## src/mmt_pkg.sv

```systemverilog
// package: register map, field layout and encodings of the multi-mode timer unit
package mmt_pkg;

  // ----------------------------------------------------------------
  // register addresses (8-bit registers on a 4-bit address)
  // ----------------------------------------------------------------
  localparam logic [3:0] ADDR_WA_MODE = 4'h0; // wide_timer_a_mode_reg
  localparam logic [3:0] ADDR_WB_MODE = 4'h1; // wide_timer_b_mode_reg
  localparam logic [3:0] ADDR_NT_MODE = 4'h2; // narrow_timer_mode_reg
  localparam logic [3:0] ADDR_WA_LO = 4'h3;
  localparam logic [3:0] ADDR_WA_HI = 4'h4;
  localparam logic [3:0] ADDR_WB_LO = 4'h5;
  localparam logic [3:0] ADDR_WB_HI = 4'h6;
  localparam logic [3:0] ADDR_NT1 = 4'h7;
  localparam logic [3:0] ADDR_NT2 = 4'h8;
  localparam logic [3:0] ADDR_NT3 = 4'h9;
  localparam logic [3:0] ADDR_IRQ = 4'ha;

  // ----------------------------------------------------------------
  // field positions
  // ----------------------------------------------------------------
  localparam int WA_MODE_LSB = 0;  // wide a mode, 2 bits
  localparam int WA_POL_BIT = 2;   // phase a pin polarity
  localparam int WA_WCTL_BIT = 3;  // wide a write control
  localparam int STOP_BIT = 7;     // count stop, both wide mode registers
  localparam int WA_DIV_LSB = 0;   // wide a divider select, in wide b mode reg
  localparam int WB_DIV_LSB = 2;   // wide b divider select
  localparam int WB_MODE_LSB = 4;  // wide b mode, 2 bits
  localparam int WB_POL_BIT = 6;   // second event pin polarity
  localparam int NT_PWM_POL_BIT = 0;
  localparam int NT_PWM_EN_BIT = 1;
  localparam int NT2_SRC_BIT = 2;  // 1: count narrow timer 1 underflows
  localparam int NT3_SRC_BIT = 3;
  localparam int NT2_WCTL_BIT = 4;
  localparam int NT_DIV_LSB = 5;   // pre-divider ratio, 2 bits

  // interrupt request bit positions
  localparam int IRQ_WA = 0;
  localparam int IRQ_WB = 1;
  localparam int IRQ_PIN_A = 2;
  localparam int IRQ_PIN_B = 3;
  localparam int IRQ_NT1 = 4;
  localparam int IRQ_NT2 = 5;
  localparam int IRQ_NT3 = 6;
  localparam int IRQ_W = 7;

  localparam logic [7:0] MODE_RST = 8'h00;
  localparam logic [15:0] WIDE_RST = 16'hffff;
  localparam logic [7:0] NARROW_RST = 8'hff;

  // divider masks: a tick fires when the masked prescaler bits are all ones
  localparam logic [7:0] WA_DIV_MASK [0:3] = '{8'h01, 8'h03, 8'h0f, 8'h7f};
  localparam logic [7:0] WB_DIV_MASK [0:3] = '{8'h01, 8'h07, 8'h1f, 8'h3f};
  localparam logic [7:0] NT_DIV_MASK [0:3] = '{8'h01, 8'h03, 8'h07, 8'h0f};

  typedef enum logic [1:0] {WA_TIMER, WA_BIPHASE, WA_EVENT, WA_PULSE} mmt_wa_mode_e;
  typedef enum logic [1:0] {WB_TIMER, WB_PERIOD, WB_EVENT, WB_HL} mmt_wb_mode_e;
  typedef enum logic [1:0] {NT_FREE, NT_PH2, NT_PH3} mmt_pwm_state_e;

  // register bus request
  typedef struct packed {
    logic [3:0] addr;
    logic [7:0] wdata;
    logic we;
    logic re;
  } mmt_bus_req_s;

endpackage : mmt_pkg

```

## src/mmt_timer_unit.sv

```systemverilog
// multi-mode timer unit: two wide and three narrow down counters (wide a counts up and down in quadrature mode) with pwm
//
// Decided for this implementation: the strobed register port and the register offsets.
`timescale 1ns/100ps

module mmt_timer_unit
  import mmt_pkg::*;
(
  input wire logic ref_clk_i,           // system clock, 10 MHz
  input wire logic rst_i,               // synchronous reset, active high
  input wire mmt_bus_req_s bus_req_i,   // register access request
  output logic [7:0] rdata_o,           // read data, cycle after read strobe
  input wire logic phase_a_event_pin_i, // phase a / first event pin
  input wire logic second_event_pin_i,  // second event pin
  input wire logic phase_b_input_pin_i, // phase b pin
  output logic pwm_o,                   // pwm waveform
  output logic [IRQ_W-1:0] irq_req_o    // interrupt request bits
);

  // ----------------------------------------------------------------
  // declarations
  // ----------------------------------------------------------------
  logic [7:0] wa_mode_reg, wb_mode_reg, nt_mode_reg;
  logic [7:0] pre_cnt_reg;
  logic [2:0] pin_meta_reg, pin_sync_reg, pin_prev_reg;
  logic [2:0] rise, fall;
  logic tick_a, tick_b, tick_n;
  logic [15:0] wa_cnt_reg, wa_latch_reg, wb_cnt_reg, wb_latch_reg, wb_capt_reg;
  logic [7:0] wa_wtmp_reg, wa_rtmp_reg, wb_wtmp_reg, wb_rtmp_reg;
  logic [7:0] n1_cnt_reg, n1_latch_reg, n2_cnt_reg, n2_latch_reg;
  logic [7:0] n3_cnt_reg, n3_latch_reg;
  logic [IRQ_W-1:0] irq_reg, irq_set, irq_clr;
  logic [7:0] rdata_reg, rdata_next;
  logic pwm_reg;
  mmt_pwm_state_e pwm_state_reg;
  mmt_wa_mode_e wa_mode;
  mmt_wb_mode_e wb_mode;
  logic wa_up, wa_dn, wa_uf, wa_of, wa_load, wa_stop, wa_pol, wa_leave;
  logic wb_dn, wb_uf, wb_cap, wb_load, wb_stop, wb_pol, wb_edge;
  logic [15:0] wb_view;
  logic src2, src3, run2, run3, uf1, uf2, uf3, pwm_en, pwm_pol;
  logic wr, rd;

  assign wr = bus_req_i.we;
  assign rd = bus_req_i.re;

  // ----------------------------------------------------------------
  // mode registers
  // ----------------------------------------------------------------
  // software control of all three timer groups
  always_ff @(posedge ref_clk_i)
  begin
    if (rst_i)
    begin
      wa_mode_reg <= MODE_RST;
      wb_mode_reg <= MODE_RST;
      nt_mode_reg <= MODE_RST;
    end
    else if (wr)
    begin
      if (bus_req_i.addr == ADDR_WA_MODE) wa_mode_reg <= bus_req_i.wdata;
      if (bus_req_i.addr == ADDR_WB_MODE) wb_mode_reg <= bus_req_i.wdata;
      if (bus_req_i.addr == ADDR_NT_MODE) nt_mode_reg <= bus_req_i.wdata;
    end
  end

  assign wa_mode = mmt_wa_mode_e'(wa_mode_reg[WA_MODE_LSB +: 2]);
  assign wb_mode = mmt_wb_mode_e'(wb_mode_reg[WB_MODE_LSB +: 2]);
  assign wa_stop = wa_mode_reg[STOP_BIT];
  assign wb_stop = wb_mode_reg[STOP_BIT];
  assign wa_pol = wa_mode_reg[WA_POL_BIT];
  assign wb_pol = wb_mode_reg[WB_POL_BIT];
  assign pwm_en = nt_mode_reg[NT_PWM_EN_BIT];
  assign pwm_pol = nt_mode_reg[NT_PWM_POL_BIT];

  // ----------------------------------------------------------------
  // clock dividers
  // ----------------------------------------------------------------
  // one free prescaler; all divided ticks are one-cycle pulses from it
  always_ff @(posedge ref_clk_i)
  begin
    if (rst_i) pre_cnt_reg <= 8'h00;
    else pre_cnt_reg <= pre_cnt_reg + 8'h01;
  end

  assign tick_a = (pre_cnt_reg & WA_DIV_MASK[wb_mode_reg[WA_DIV_LSB +: 2]])
                  == WA_DIV_MASK[wb_mode_reg[WA_DIV_LSB +: 2]];
  assign tick_b = (pre_cnt_reg & WB_DIV_MASK[wb_mode_reg[WB_DIV_LSB +: 2]])
                  == WB_DIV_MASK[wb_mode_reg[WB_DIV_LSB +: 2]];
  // shared pre-divider of the narrow timers
  assign tick_n = (pre_cnt_reg & NT_DIV_MASK[nt_mode_reg[NT_DIV_LSB +: 2]])
                  == NT_DIV_MASK[nt_mode_reg[NT_DIV_LSB +: 2]];

  // ----------------------------------------------------------------
  // pin synchronisers: bit 0 phase a, bit 1 second pin, bit 2 phase b
  // ----------------------------------------------------------------
  // meta stage is read only by the sync stage, so each edge counts once
  always_ff @(posedge ref_clk_i)
  begin
    if (rst_i)
    begin
      pin_meta_reg <= 3'h0;
      pin_sync_reg <= 3'h0;
      pin_prev_reg <= 3'h0;
    end
    else
    begin
      pin_meta_reg <= {phase_b_input_pin_i, second_event_pin_i, phase_a_event_pin_i};
      pin_sync_reg <= pin_meta_reg;
      pin_prev_reg <= pin_sync_reg;
    end
  end

  assign rise = pin_sync_reg & ~pin_prev_reg;
  assign fall = ~pin_sync_reg & pin_prev_reg;

  // ----------------------------------------------------------------
  // wide timer a
  // ----------------------------------------------------------------
  // count direction per mode; phase b edges win if both pins move at once
  always_comb
  begin
    wa_up = 1'b0;
    wa_dn = 1'b0;
    case (wa_mode)
      WA_TIMER: wa_dn = tick_a;
      WA_BIPHASE:
      begin
        if (rise[2] | fall[2])
        begin
          wa_up = (rise[2] & ~pin_sync_reg[0]) | (fall[2] & pin_sync_reg[0]);
          wa_dn = (rise[2] & pin_sync_reg[0]) | (fall[2] & ~pin_sync_reg[0]);
        end
        else
        begin
          wa_up = (rise[0] & pin_sync_reg[2]) | (fall[0] & ~pin_sync_reg[2]);
          wa_dn = (rise[0] & ~pin_sync_reg[2]) | (fall[0] & pin_sync_reg[2]);
        end
      end
      WA_EVENT: wa_dn = wa_pol ? fall[0] : rise[0];
      WA_PULSE: wa_dn = tick_a & (pin_sync_reg[0] == wa_pol);
      default: wa_dn = 1'b0;
    endcase
    if (wa_stop)
    begin
      wa_up = 1'b0;
      wa_dn = 1'b0;
    end
  end

  assign wa_uf = wa_dn & (wa_cnt_reg == 16'h0000);
  assign wa_of = wa_up & (wa_cnt_reg == 16'hffff);
  assign wa_load = wr & (bus_req_i.addr == ADDR_WA_HI) & ~wa_mode_reg[WA_WCTL_BIT];
  assign wa_leave = (wa_mode == WA_PULSE) & (wa_pol ? fall[0] : rise[0]);

  // latch takes the high byte with the buffered low byte
  always_ff @(posedge ref_clk_i)
  begin
    if (rst_i)
    begin
      wa_wtmp_reg <= 8'h00;
      wa_latch_reg <= WIDE_RST;
    end
    else if (wr && bus_req_i.addr == ADDR_WA_LO) wa_wtmp_reg <= bus_req_i.wdata;
    else if (wr && bus_req_i.addr == ADDR_WA_HI)
      wa_latch_reg <= {bus_req_i.wdata, wa_wtmp_reg};
  end

  // quadrature wraps freely; other modes reload on underflow
  always_ff @(posedge ref_clk_i)
  begin
    if (rst_i) wa_cnt_reg <= WIDE_RST;
    else if (wa_load) wa_cnt_reg <= {bus_req_i.wdata, wa_wtmp_reg};
    else if (wa_uf && wa_mode != WA_BIPHASE) wa_cnt_reg <= wa_latch_reg;
    else if (wa_dn) wa_cnt_reg <= wa_cnt_reg - 16'h0001;
    else if (wa_up) wa_cnt_reg <= wa_cnt_reg + 16'h0001;
  end

  // ----------------------------------------------------------------
  // wide timer b
  // ----------------------------------------------------------------
  // capture edges: chosen polarity in period mode, both in high/low mode
  always_comb
  begin
    wb_edge = 1'b0;
    wb_dn = tick_b;
    case (wb_mode)
      WB_TIMER: wb_edge = 1'b0;
      WB_PERIOD: wb_edge = wb_pol ? rise[1] : fall[1];
      WB_EVENT: wb_dn = wb_pol ? fall[1] : rise[1];
      WB_HL: wb_edge = rise[1] | fall[1];
      default: wb_edge = 1'b0;
    endcase
  end

  assign wb_cap = wb_edge & ~wb_stop;
  assign wb_uf = wb_dn & ~wb_stop & ~wb_cap & (wb_cnt_reg == 16'h0000);
  assign wb_load = wr & (bus_req_i.addr == ADDR_WB_HI);
  assign wb_view = (wb_mode == WB_PERIOD || wb_mode == WB_HL) ? wb_capt_reg : wb_cnt_reg;

  always_ff @(posedge ref_clk_i)
  begin
    if (rst_i)
    begin
      wb_wtmp_reg <= 8'h00;
      wb_latch_reg <= WIDE_RST;
    end
    else if (wr && bus_req_i.addr == ADDR_WB_LO) wb_wtmp_reg <= bus_req_i.wdata;
    else if (wb_load) wb_latch_reg <= {bus_req_i.wdata, wb_wtmp_reg};
  end

  // capture and reload share the edge cycle; a tick in that cycle is not counted
  always_ff @(posedge ref_clk_i)
  begin
    if (rst_i)
    begin
      wb_cnt_reg <= WIDE_RST;
      wb_capt_reg <= 16'h0000;
    end
    else if (wb_load) wb_cnt_reg <= {bus_req_i.wdata, wb_wtmp_reg};
    else if (wb_cap)
    begin
      wb_capt_reg <= wb_cnt_reg;
      wb_cnt_reg <= wb_latch_reg;
    end
    else if (wb_uf) wb_cnt_reg <= wb_latch_reg;
    else if (wb_dn && !wb_stop) wb_cnt_reg <= wb_cnt_reg - 16'h0001;
  end

  // ----------------------------------------------------------------
  // narrow timers and pwm
  // ----------------------------------------------------------------
  assign src2 = nt_mode_reg[NT2_SRC_BIT] ? uf1 : tick_n;
  assign src3 = nt_mode_reg[NT3_SRC_BIT] ? uf1 : tick_n;
  assign run2 = (pwm_state_reg != NT_PH3);
  assign run3 = (pwm_state_reg != NT_PH2);
  assign uf1 = tick_n & (n1_cnt_reg == 8'h00);
  assign uf2 = src2 & run2 & (n2_cnt_reg == 8'h00);
  assign uf3 = src3 & run3 & (n3_cnt_reg == 8'h00);

  // narrow timer 1: write loads both
  always_ff @(posedge ref_clk_i)
  begin
    if (rst_i)
    begin
      n1_cnt_reg <= NARROW_RST;
      n1_latch_reg <= NARROW_RST;
    end
    else if (wr && bus_req_i.addr == ADDR_NT1)
    begin
      n1_cnt_reg <= bus_req_i.wdata;
      n1_latch_reg <= bus_req_i.wdata;
    end
    else if (uf1) n1_cnt_reg <= n1_latch_reg;
    else if (tick_n) n1_cnt_reg <= n1_cnt_reg - 8'h01;
  end

  // narrow timer 2: a deferred write reaches the counter at underflow
  always_ff @(posedge ref_clk_i)
  begin
    if (rst_i)
    begin
      n2_cnt_reg <= NARROW_RST;
      n2_latch_reg <= NARROW_RST;
    end
    else
    begin
      if (wr && bus_req_i.addr == ADDR_NT2) n2_latch_reg <= bus_req_i.wdata;
      if (wr && bus_req_i.addr == ADDR_NT2 && !nt_mode_reg[NT2_WCTL_BIT])
        n2_cnt_reg <= bus_req_i.wdata;
      else if (uf2) n2_cnt_reg <= n2_latch_reg;
      else if (src2 && run2) n2_cnt_reg <= n2_cnt_reg - 8'h01;
    end
  end

  // narrow timer 3
  always_ff @(posedge ref_clk_i)
  begin
    if (rst_i)
    begin
      n3_cnt_reg <= NARROW_RST;
      n3_latch_reg <= NARROW_RST;
    end
    else if (wr && bus_req_i.addr == ADDR_NT3)
    begin
      n3_cnt_reg <= bus_req_i.wdata;
      n3_latch_reg <= bus_req_i.wdata;
    end
    else if (uf3) n3_cnt_reg <= n3_latch_reg;
    else if (src3 && run3) n3_cnt_reg <= n3_cnt_reg - 8'h01;
  end

  // pwm sequencer: phase 2 then phase 3, output toggles at each hand-over
  always_ff @(posedge ref_clk_i)
  begin
    if (rst_i)
    begin
      pwm_state_reg <= NT_FREE;
      pwm_reg <= 1'b0;
    end
    else
    begin
      case (pwm_state_reg)
        NT_FREE:
          if (pwm_en)
          begin
            pwm_state_reg <= NT_PH2;
            pwm_reg <= ~pwm_pol;
          end
        NT_PH2:
          if (!pwm_en)
          begin
            pwm_state_reg <= NT_FREE;
            pwm_reg <= 1'b0;
          end
          else if (uf2)
          begin
            pwm_state_reg <= NT_PH3;
            pwm_reg <= ~pwm_reg;
          end
        NT_PH3:
          if (!pwm_en)
          begin
            pwm_state_reg <= NT_FREE;
            pwm_reg <= 1'b0;
          end
          else if (uf3)
          begin
            pwm_state_reg <= NT_PH2;
            pwm_reg <= ~pwm_reg;
          end
        default:
        begin
          pwm_state_reg <= NT_FREE;
          pwm_reg <= 1'b0;
        end
      endcase
    end
  end

  // ----------------------------------------------------------------
  // interrupt request bits and register reads
  // ----------------------------------------------------------------
  always_comb
  begin
    irq_set = '0;
    irq_set[IRQ_WA] = wa_uf | wa_of;
    irq_set[IRQ_WB] = wb_uf;
    irq_set[IRQ_PIN_A] = wa_leave;
    irq_set[IRQ_PIN_B] = wb_cap;
    irq_set[IRQ_NT1] = uf1;
    irq_set[IRQ_NT2] = uf2;
    irq_set[IRQ_NT3] = uf3;
    irq_clr = (wr && bus_req_i.addr == ADDR_IRQ) ? bus_req_i.wdata[IRQ_W-1:0] : '0;
  end

  // write one to clear; a new event in the clear cycle wins
  always_ff @(posedge ref_clk_i)
  begin
    if (rst_i) irq_reg <= '0;
    else irq_reg <= (irq_reg & ~irq_clr) | irq_set;
  end

  // reading a high byte freezes the low byte for the following read
  always_ff @(posedge ref_clk_i)
  begin
    if (rst_i)
    begin
      wa_rtmp_reg <= 8'h00;
      wb_rtmp_reg <= 8'h00;
    end
    else if (rd)
    begin
      if (bus_req_i.addr == ADDR_WA_HI) wa_rtmp_reg <= wa_cnt_reg[7:0];
      if (bus_req_i.addr == ADDR_WB_HI) wb_rtmp_reg <= wb_view[7:0];
    end
  end

  always_comb
  begin
    case (bus_req_i.addr)
      ADDR_WA_MODE: rdata_next = wa_mode_reg;
      ADDR_WB_MODE: rdata_next = wb_mode_reg;
      ADDR_NT_MODE: rdata_next = nt_mode_reg;
      ADDR_WA_LO: rdata_next = wa_rtmp_reg;
      ADDR_WA_HI: rdata_next = wa_cnt_reg[15:8];
      ADDR_WB_LO: rdata_next = wb_rtmp_reg;
      ADDR_WB_HI: rdata_next = wb_view[15:8];
      ADDR_NT1: rdata_next = n1_cnt_reg;
      ADDR_NT2: rdata_next = n2_cnt_reg;
      ADDR_NT3: rdata_next = n3_cnt_reg;
      ADDR_IRQ: rdata_next = {1'b0, irq_reg};
      default: rdata_next = 8'h00;
    endcase
  end

  // read data stands only in the cycle after the strobe
  always_ff @(posedge ref_clk_i)
  begin
    if (rst_i) rdata_reg <= 8'h00;
    else rdata_reg <= rd ? rdata_next : 8'h00;
  end

  assign rdata_o = rdata_reg;
  assign pwm_o = pwm_reg;
  assign irq_req_o = irq_reg;
endmodule : mmt_timer_unit

```

## config.mk

```make
export PLATFORM = sky130hd
export DESIGN_NAME = mmt_timer_unit
export DESIGN_NICKNAME = d
export VERILOG_FILES = /design/src/mmt_pkg.sv /design/src/mmt_timer_unit.sv
export SDC_FILE = /design/constraint.sdc
export NUM_CORES = 1
export LEC_CHECK = 0
export BUFFER_PORTS_ARGS = -buffer_cell sky130_fd_sc_hd__buf_2
export CORE_ASPECT_RATIO = 1.5
export CORE_MARGIN = 3
export CORE_UTILIZATION = 67
export CTS_CLUSTER_DIAMETER = 60
export DETAILED_ROUTE_END_ITERATION = 10
export PLACE_DENSITY = 0.85
export SYNTH_ARGS = -nofsm -noshare
export SYNTH_HDL_FRONTEND = slang
export SYNTH_SLANG_ARGS = --single-unit
```

## constraint.sdc

```tcl
create_clock -name ref_clk_i -period 9.2 [get_ports ref_clk_i]
set_input_delay 0.46 -clock ref_clk_i [delete_from_list [all_inputs] [get_ports ref_clk_i]]
set_output_delay 0.46 -clock ref_clk_i [all_outputs]
set_load 0.005 [all_outputs]
```

* Word-level counts from Yosys, hierarchy flattened
Cells that the tools add are included.
** Storage, ports and cells
- Bits in registers :: 219
- Output and inout port bits :: 16
- Input port bits :: 19
- Logic and storage cells :: 212
** Operators by class
- Bitwise gates (word level) :: 55
- Add/sub/neg operators :: 7
- Reduce and logical (&&, ||, !) cells :: 38
- Mux-type cells :: 54
- Magnitude comparators :: 3
- Equal/unequal tests :: 29
** Operators by type and width (count)
- 16-bit 2-to-1 mux :: 9
- 8-bit 2-to-1 mux :: 15
- 8-bit one-hot mux with 11 select lines :: 1
- 8-bit binary-select mux with 2-bit select :: 3
- 16-bit logical NOT :: 2
- 16-bit by 1-bit subtractor with 16-bit output (second input constant) :: 2
- 1-bit bitwise AND :: 24
- 8-bit bitwise AND :: 3
- 8-bit == test :: 3
- 8-bit logical NOT :: 3
- 8-bit by 1-bit subtractor with 8-bit output (second input constant) :: 3
- 16-bit by 1-bit adder with 16-bit output (second input constant) :: 1
- 16-bit == test (second input constant) :: 1
- 4-bit by 3-bit == test with 1-bit output (second input constant) :: 4
- 1-bit 2-to-1 mux :: 16
- 2-bit AND reduction :: 8
- 4-bit == test (second input constant) :: 3
- 1-bit logical AND :: 12
- 1-bit NOT :: 11
- 2-bit == test (second input constant) :: 5
- 2-bit 2-to-1 mux :: 5
- 3-bit >= comparator (second input constant) :: 3
- 2-bit NOT with 3-bit output :: 3
- 3-bit nonzero test :: 3
- other kinds (26) :: 43

* Depth between registers and ports, before layout
Gate-level depths: netlist of run 1.
- Depth after elaboration :: 13
- Depth in mapped cells :: 17
- Gate-level depth less buffers :: 16

* Least setup slack after synthesis of run 1
No wires, ideal clock.
- Kind :: flip-flop to flip-flop
- Start point :: reg pin_sync_reg[2]
- End point :: reg wa_cnt_reg[10]
- Required time :: 9078 ps
- Path slack :: 5145 ps
- Stages on the path, launching flop included :: 17
- Period minus slack after synthesis :: 4055 ps
- Path buffers :: 1
- Data arrival time :: 3933 ps
- Setup time :: 122 ps
- Cells stage by stage :: dfxtp_1 -> inv_1 -> ha_1 -> nor2b_1 -> a311oi_1 -> o41ai_1 -> or2_2 -> clkbuf_1 -> ha_1 -> nor2b_1 -> o21a_1 -> o21a_1 -> a41o_1 -> a211oi_1 -> xor2_1 -> o211ai_1 -> a221o_1
** On the way
- Cells in the longest elaborated chain, start to end :: 11
- Elaborated cells between the ends (all ways) :: 29
- Classes of those cells :: 9 x mux; 18 x bitwise; 2 x reduce/logical
** RTL lines
- start: declaration :: line mmt_timer_unit.sv:25 : logic [2:0] pin_meta_reg, pin_sync_reg, pin_prev_reg;
- start signal: assignment :: line mmt_timer_unit.sv:109 : pin_sync_reg <= pin_meta_reg;
- 3-bit NOT :: line mmt_timer_unit.sv:115 : assign fall = ~pin_sync_reg & pin_prev_reg;
- 3-bit bitwise AND :: line mmt_timer_unit.sv:115
- 1-bit bitwise AND :: line mmt_timer_unit.sv:132 : wa_dn = (rise[2] & pin_sync_reg[0]) | (fall[2] & ~pin_sync_reg[0]);
- 1-bit bitwise OR :: line mmt_timer_unit.sv:132
- 1-bit 2-to-1 mux :: line mmt_timer_unit.sv:129 : if (rise[2] | fall[2])
- 1-bit one-hot mux with 4 select lines :: line mmt_timer_unit.sv:125 : case (wa_mode)
- 1-bit 2-to-1 mux :: line mmt_timer_unit.sv:144 : if (wa_stop)
- 1-bit bitwise AND :: line mmt_timer_unit.sv:151 : assign wa_uf = wa_dn & (wa_cnt_reg == 16'h0000);
- 1-bit logical AND :: line mmt_timer_unit.sv:174 : else if (wa_uf && wa_mode != WA_BIPHASE) wa_cnt_reg <= wa_latch_reg;
- 16-bit 2-to-1 mux :: line mmt_timer_unit.sv:174
- 16-bit 2-to-1 mux :: line mmt_timer_unit.sv:173 : else if (wa_load) wa_cnt_reg <= {bus_req_i.wdata, wa_wtmp_reg};
- end signal: assignment :: line mmt_timer_unit.sv:173
- end signal: assignment :: line mmt_timer_unit.sv:174
- end signal: assignment :: line mmt_timer_unit.sv:175 : else if (wa_dn) wa_cnt_reg <= wa_cnt_reg - 16'h0001;
- end: declaration :: line mmt_timer_unit.sv:28 : logic [15:0] wa_cnt_reg, wa_latch_reg, wb_cnt_reg, wb_latch_reg, wb_capt_reg;
Parallel ways exist; a longest one is shown, timed or not.
A chain may end at the register's enable or synchronous reset.

* Final worst setup path of run 1
Same ends and word-level chain as after synthesis.

==> metrics, run 1 <==
Cell Int Power=around 1600 uW; synthesized net count=roughly 1500; Tmin final=4.412 ns; total DRC errors in the routed layout=0; sequential fraction of the synthesis area=39.20%; leading post-synthesis cells by instance count=218 x dfxtp_1, 212 x nand2_1, 162 x nor2_1, 100 x a21oi_1, 81 x clkbuf_1; Mapped Area=approximately 0.011 mm2; leftover overflow at the end of global routing=0; die outline area=around 0.018 mm2; total wire length=32170 um; leakage component of the power=around 0.0048 uW; num rows=57; clock latency of the later-clocked register in the worst-skew pair=~0.50 ns; hpwl dp=21730 um; setup slack after placement=4.858 ns; core region area=between 0.015 and 0.02 mm2; status=completed; reported max-cap violation count=0; number of antenna violations at the first check in global routing=1; global-route wire length before repair=around 51000 um; cell taking the most area after synthesis=dfxtp_1; reg-to-reg setup timing slack=between 4 and 5 ns; Logic pwr share=15.2%; number of buffers on the longest clock path=3; launch point of the worst path=pin_sync_reg[2]; post-synth top area share=~40%; vias in the first global route=approximately 9900; cell depth of the worst hold path=2; launching element type of the critical path=flop; power per cell area=roughly 180 mW/mm2; number of nets in the layout=approximately 1400; diodes inserted=0; synthesized instance count=between 1000 and 1500; post-CTS setup buffer count=0; unrepaired setup endpoints after global routing=false; Die H=~160 um; CTS sink cnt=~220; clock network fraction of design power=between 30% and 40%; Arrival @ worst endpoint=roughly 4.8 ns; final RePlAce weighted congestion=between 1 and 1.5; CTS root buffer=clkbuf_16; Setup-failing EPs final=0; total of flip-flops plus latches after synthesis=218; largest cells by area after synthesis=dfxtp_1 39%, nand2_1 7.1%, mux2i_1 5.6%; number of buffers added by the clock tree synthesis step=21; post-CTS resize count=0; Setup Skew=roughly 0.015 ns; Hold Path Sink=pin_meta_reg[0]; number of enable flip-flop cells after synthesis=0; Final Hold Vio Count=0; count of yosys warnings during synthesis=0; synthesis-to-layout area growth=7.575%; dominant synthesized flop cell=dfxtp_1; IO Pins=35; Crit Path Class=flop to flop; Max Fclk=approximately 0.23 GHz; actual transition at the worst max-transition pin=1.289 ns; largest net degree at the start of global routing=73; Final Slew Violations=0; non-filler cells in the finished layout=between 1500 and 2000; clock-pin transition on the worst setup and hold timing paths=0.07 ns; type of destination of the critical path=flop; Port Buffers=34; sum of negative setup slack=0 ns; Worst Hold Launch=phase_a_event_pin_i; horizontal die dimension=111.2 um; post-synth cell types=approximately 70; count leader, synth=dfxtp_1; final setup margin=about 4.8 ns; Via-to-Cell Ratio=6.597; Cell Count Post-Placement=approximately 1600; IR Drop Worst-Case VDD=0.0002214 V; share of post-route cells with drive strength above 1=about 7.4%; Final ANT Viol Nets=0; Total Routing Usage GR=34.44%; final worst-path cycle share=between 40 and 50%; total number of vias=between 10000 and 15000; number of violations reported at the end of detailed-routing iteration 0=approximately 1500; Critical R2R Launch=pin_sync_reg[2]; Initial Utilization=a little under 70%; relative max-transition margin=a little over an eighth; class of the tightest hold or removal check=input port to flop; switching power total=613.4 uW; number of detailed-routing iterations run before antenna repair=9; maximum net fanout on the critical path=19; final worst hold slack=0.1596 ns; Switching Share=27.88%; length in cells of the worst reg-to-reg path=15; CTS tree=built; register share of total power=a little under half; Post-Route Utilization=73.65%; CTS H-Tree Depth=1; proportion of synthesized flip-flops having asynchronous set or reset=0%; endpoint of the most critical register-to-register path=wa_cnt_reg[10]; per-cell routed wire length=roughly 20 um; cts hold-fix bufs=0; synthesized area per cell=just under 8 um2; required time at the worst-slack endpoint=9.59 ns
==> kinds of logic (layout without fill, tap and decap cells) <==
logic type | count (synthesis) | in the layout | share of synthesized area, %
and+or+nand+nor | 580 | 580 | 23.41
AOI/OAI and AO/OA | 347 | 347 | 20.61
DFF | 218 | 218 | 39.20
buffers and inverters | 126 | 116 | 4.260
muxes | 76 | 76 | 7.092
adders and majority gates | 28 | 28 | 3.215
xor gates and xnor gates | 28 | 28 | 2.203
==> critical path: stages, from the launching register on <==
cell	delay, ns
dfxtp_1	0.42
inv_1	0.11
ha_1	0.39
nor3b_1	0.24
o31ai_1	0.11
o41ai_1	0.53
or2_2	0.47
ha_1	0.35
nor2b_1	0.17
o21a_1	0.18
o21a_1	0.20
a41o_1	0.27
a211oi_1	0.26
xor2_1	0.19
o211ai_1	0.10
a221o_1	0.32
==> per-layer routing <==
layer	vias to the layer above	share of wire (%)	wire, um	track usage, %
li1	4962	-	-	-
met1	4942	39	12500	41.85
met2	507	48	15470	59.34
met3	136	7.2	2317	4.497
met4	2	5.8	1871	18.54
met5	-	0.040	13	0
==> layout by cell type (no fill, tap or decap), types with 33 or more instances in the layout <==
cell type  count
dfxtp_1      218
nand2_1      212
nor2_1       162
a21oi_1      100
nand3_1       68
o21ai_0       66
mux2i_1       62
nor3_1        36
a211oi_1      36
inv_1         35
buf_2         33
==> power groups by stage <==
stage	Clock (uW)	Sequential (uW)	Combinational (uW)
final	836	1030	335
after global routing	875	1030	371
after CTS	839	1030	330
after detailed placement	0	1050	324
after global placement	0	1050	317
after floorplan	0	1030	256
==> area by class of cell <==
type                    instances  area [um2]
multi-input cells            1059        6311
flip-flops and latches        218        4364
fillers                      1256        4285
clock buffers                  28       581.8
well taps                     206       257.7
repair buffers                 45       255.2
inverters                      36       135.1
clock inverters                 7       70.07
==> stage by stage <==
stage / total power (uW) / area (um2)
after floorplan: 1282 / 11130
after global placement: 1363 / 11320
after detailed placement: 1371 / 11320
after CTS: 2195 / 11980
after global routing: 2276 / 11980
final: 2200 / 11980
==> worst max-delay path by stage <==
stage,end,slack [ns],cells past startpoint
floorplan,wa_cnt_reg[10],5.15,16
global placement,wa_cnt_reg[15],5.01,10
detailed placement,wa_cnt_reg[15],4.86,10
CTS,wa_cnt_reg[10],4.84,15
global route,wa_cnt_reg[9],4.49,15
finish,wa_cnt_reg[10],4.79,15
(Power assumes the default switching activity.)
==> inputs of run 2 (changes only) <==
- ABC_AREA: default -> 1
- CORE_UTILIZATION: 67 -> 63
- PLACE_DENSITY: 0.85 -> 0.81
- clock period: 9.2 -> 4.51 ns (I/O delays scaled with it)
==> run 2 against run 1 <==
Final area rose by 1.6%. Clock skew fell by 0.0056 ns. Sequential share of layout area fell by 0.57 points. Wire length rose by 2.8%. Global-route usage fell by 0.67 points. Sequential cell count did not move. Critical path type unchanged. Critical endpoint is now wa_cnt_reg[8].
==> metrics, run 2 <==
number of violations reported at the end of detailed-routing iteration 0=990; reported max-cap violation count=0; horizontal die dimension=between 100 and 150 um; maximum net fanout on the critical path=15; synthesized area per cell=7.023 um2; Initial Utilization=64.51%; dominant synthesized flop cell=dfxtp_1; largest net degree at the start of global routing=61; Die H=169.9 um; Total Power=roughly 4900 uW; Final Slew Violations=0; synthesized net count=between 1500 and 2000; Cell Int Power=about 3400 uW; cell taking the most area after synthesis=dfxtp_1; Switching Share=between 30% and 40%; hpwl dp=23490 um; die outline area=between 0.015 and 0.02 mm2; IO Pins=35; relative max-transition margin=about 30%; leading post-synthesis cells by instance count=339 x nand2_1, 218 x dfxtp_1, 193 x inv_1, 133 x a21oi_1, 128 x nand3_1; non-filler cells in the finished layout=~1800; status=completed; leftover overflow at the end of global routing=0; final worst hold slack=0.08415 ns; sequential fraction of the synthesis area=around two fifths; post-synth top area share=around 39%; IR Drop Worst-Case VDD=about 0.00030 V; leading cell types in the layout, fill and taps excluded=339 x nand2_1, 218 x dfxtp_1, 192 x inv_1, 133 x a21oi_1, 128 x nand3_1; number of buffers added by the clock tree synthesis step=21; type of destination of the critical path=flop; number of antenna violations at the first check in global routing=0; Total Routing Usage GR=33.77%; synthesis-to-layout area growth=7.794%; reg-to-reg setup timing slack=roughly 0.9 ns; final worst-path cycle share=roughly 80%; largest cells by area after synthesis=dfxtp_1 39%, nand2_1 11%, inv_1 6.4%; CTS root buffer=clkbuf_16; Layout fillers=1526; Port Buffers=34; leading cell type in the layout, fill and taps excluded=nand2_1; CTS tree=built; core region area=0.01750 mm2; sum of negative setup slack=0 ns; per-cell routed wire length=roughly 18 um; total number of vias=around 11000; Max Fclk=0.2775 GHz; post-CTS resize count=0; vias in the first global route=10377; synthesized instance count=1607; Logic pwr share=between 20 and 25%; CTS H-Tree Depth=1; number of enable flip-flop cells after synthesis=0; Crit Path Class=flop to flop; clock network fraction of design power=36.0%; total of flip-flops plus latches after synthesis=218; class of the tightest hold or removal check=input port to flop; final RePlAce weighted congestion=between 1 and 1.5; leakage component of the power=roughly 0.0056 uW; clock latency of the later-clocked register in the worst-skew pair=about 0.5 ns; launching element type of the critical path=flop; share of post-route cells with drive strength above 1=under 10%; Cell Count Post-Placement=1789; switching power total=~1500 uW; total DRC errors in the routed layout=0; unrepaired setup endpoints after global routing=false; Mapped Area=0.01129 mm2; Final ANT Viol Nets=0; Via-to-Cell Ratio=around 6.0; post-synth cell types=48; required time at the worst-slack endpoint=a little under 5 ns; total wire length=33080 um; Final Hold Vio Count=0; num rows=59; CTS sink cnt=between 200 and 250; clock-pin transition on the worst setup and hold timing paths=roughly 0.07 ns; actual transition at the worst max-transition pin=around 1.1 ns; register share of total power=43.8%; count leader, synth=nand2_1; proportion of synthesized flip-flops having asynchronous set or reset=0%; Post-Route Utilization=69.53%; global-route wire length before repair=~53000 um; Setup-failing EPs final=0; number of nets in the layout=1649; Arrival @ worst endpoint=about 4.0 ns; Setup Skew=just over 0.009 ns; count of yosys warnings during synthesis=0; number of detailed-routing iterations run before antenna repair=6; Tmin final=about 3.6 ns; power per cell area=404.5 mW/mm2; diodes inserted=0; number of buffers on the longest clock path=3
==> run 2: cell count changes in the layout (fill, tap and decap cells not counted), moves of 33 or more <==
cell / before / now
nand3_1: 68 / 128
nor2_1: 162 / 99
nand2_1: 212 / 339
a21oi_1: 100 / 133
inv_1: 35 / 192
mux2i_1: 62 / 0
o21ai_0: 66 / 124
==> run 2: critical path, stage by stage, from the launching register on <==
cell     delay, ns
dfxtp_1       0.38
inv_1         0.10
ha_1          0.34
inv_1         0.08
nand2_1       0.05
nor2_1        0.08
nor2_1        0.04
nand2_1       0.05
nand2_1       0.04
nand2_1       0.06
nand2_2       0.09
nand2_2       0.14
inv_1         0.26
ha_1          0.46
nand2_1       0.06
o21ai_0       0.37
a21oi_1       0.14
o21ai_0       0.29
xnor2_1       0.17
o21ai_0       0.09
o21ai_1       0.12
nand2_1       0.06
==> run 2: what timing repair did <==
action | 4_1_cts | 5_1_grt
setup endpoints to repair | 0 | 0
endpoints found under the hold margin | 3 | 0
hold buffers | 3 | 0
buffers inserted | 0 | 0
==> run 2: logic make-up (layout without fill, tap and decap cells) <==
kind of cell / Yosys count / after routing / share of synthesized area (%)
adder cells (fa/ha/maj): 28 / 28 / 3.171
buffers and inverters: 290 / 298 / 10.09
XOR/XNOR: 32 / 32 / 2.483
flip-flops: 218 / 218 / 38.67
AND/OR/NAND/NOR: 634 / 634 / 24.78
AO/OA/AOI/OAI: 405 / 405 / 20.81
==> run 2: area by class of cell <==
| class | instances | area [um2] | area share, % |
|---|---|---|---|
| Clock buffer | 31 | 623.1 | 5.122 |
| Clock inverter | 5 | 52.55 | 0.4320 |
| Inverter | 217 | 815.8 | 6.706 |
| Multi-Input combinational cell | 1099 | 5783 | 47.54 |
| Sequential cell | 218 | 4364 | 35.87 |
| Tap cell | 213 | 266.5 | 2.191 |
| Timing Repair Buffer | 45 | 260.3 | 2.139 |
==> run 2: stage by stage <==
| step | area, um2 | setup WS, ns |
|---|---|---|
| floorplan | 11290 | 1.494 |
| global placement | 11460 | 1.035 |
| detailed placement | 11460 | 0.9427 |
| CTS | 12170 | 0.9336 |
| global route | 12170 | 0.5535 |
| finish | 12170 | 0.9059 |
==> run 2: power groups by stage <==
stage / clock [uW] / sequential [uW] / combinational (uW)
6_report: 1770 / 2160 / 996
5_1_grt: 1840 / 2170 / 1130
4_1_cts: 1770 / 2150 / 989
3_5_place_dp: 0 / 2190 / 980
3_3_place_gp: 0 / 2190 / 960
2_1_floorplan: 0 / 2150 / 762
==> run 2: worst paths after layout <==
| check | start | cells past startpoint | end |
|---|---|---|---|
| setup / recovery | pin_sync_reg[2] | 21 | wa_cnt_reg[8] |
| hold / removal | bus_req_i[6] | 3 | wb_wtmp_reg[4] |
| setup reg to reg | pin_sync_reg[2] | 21 | wa_cnt_reg[8] |
| hold reg to reg | pin_meta_reg[1] | 2 | pin_sync_reg[1] |
==> run 2: per-layer routing <==
layer  track usage (%)  vias to the layer above  share of wire [%]
li1                  -                     5363                  -
met1             40.25                     5042                 38
met2             58.87                      429                 50
met3             4.269                      119                6.6
met4             17.21                        0                5.8
met5                 0                        -                  0
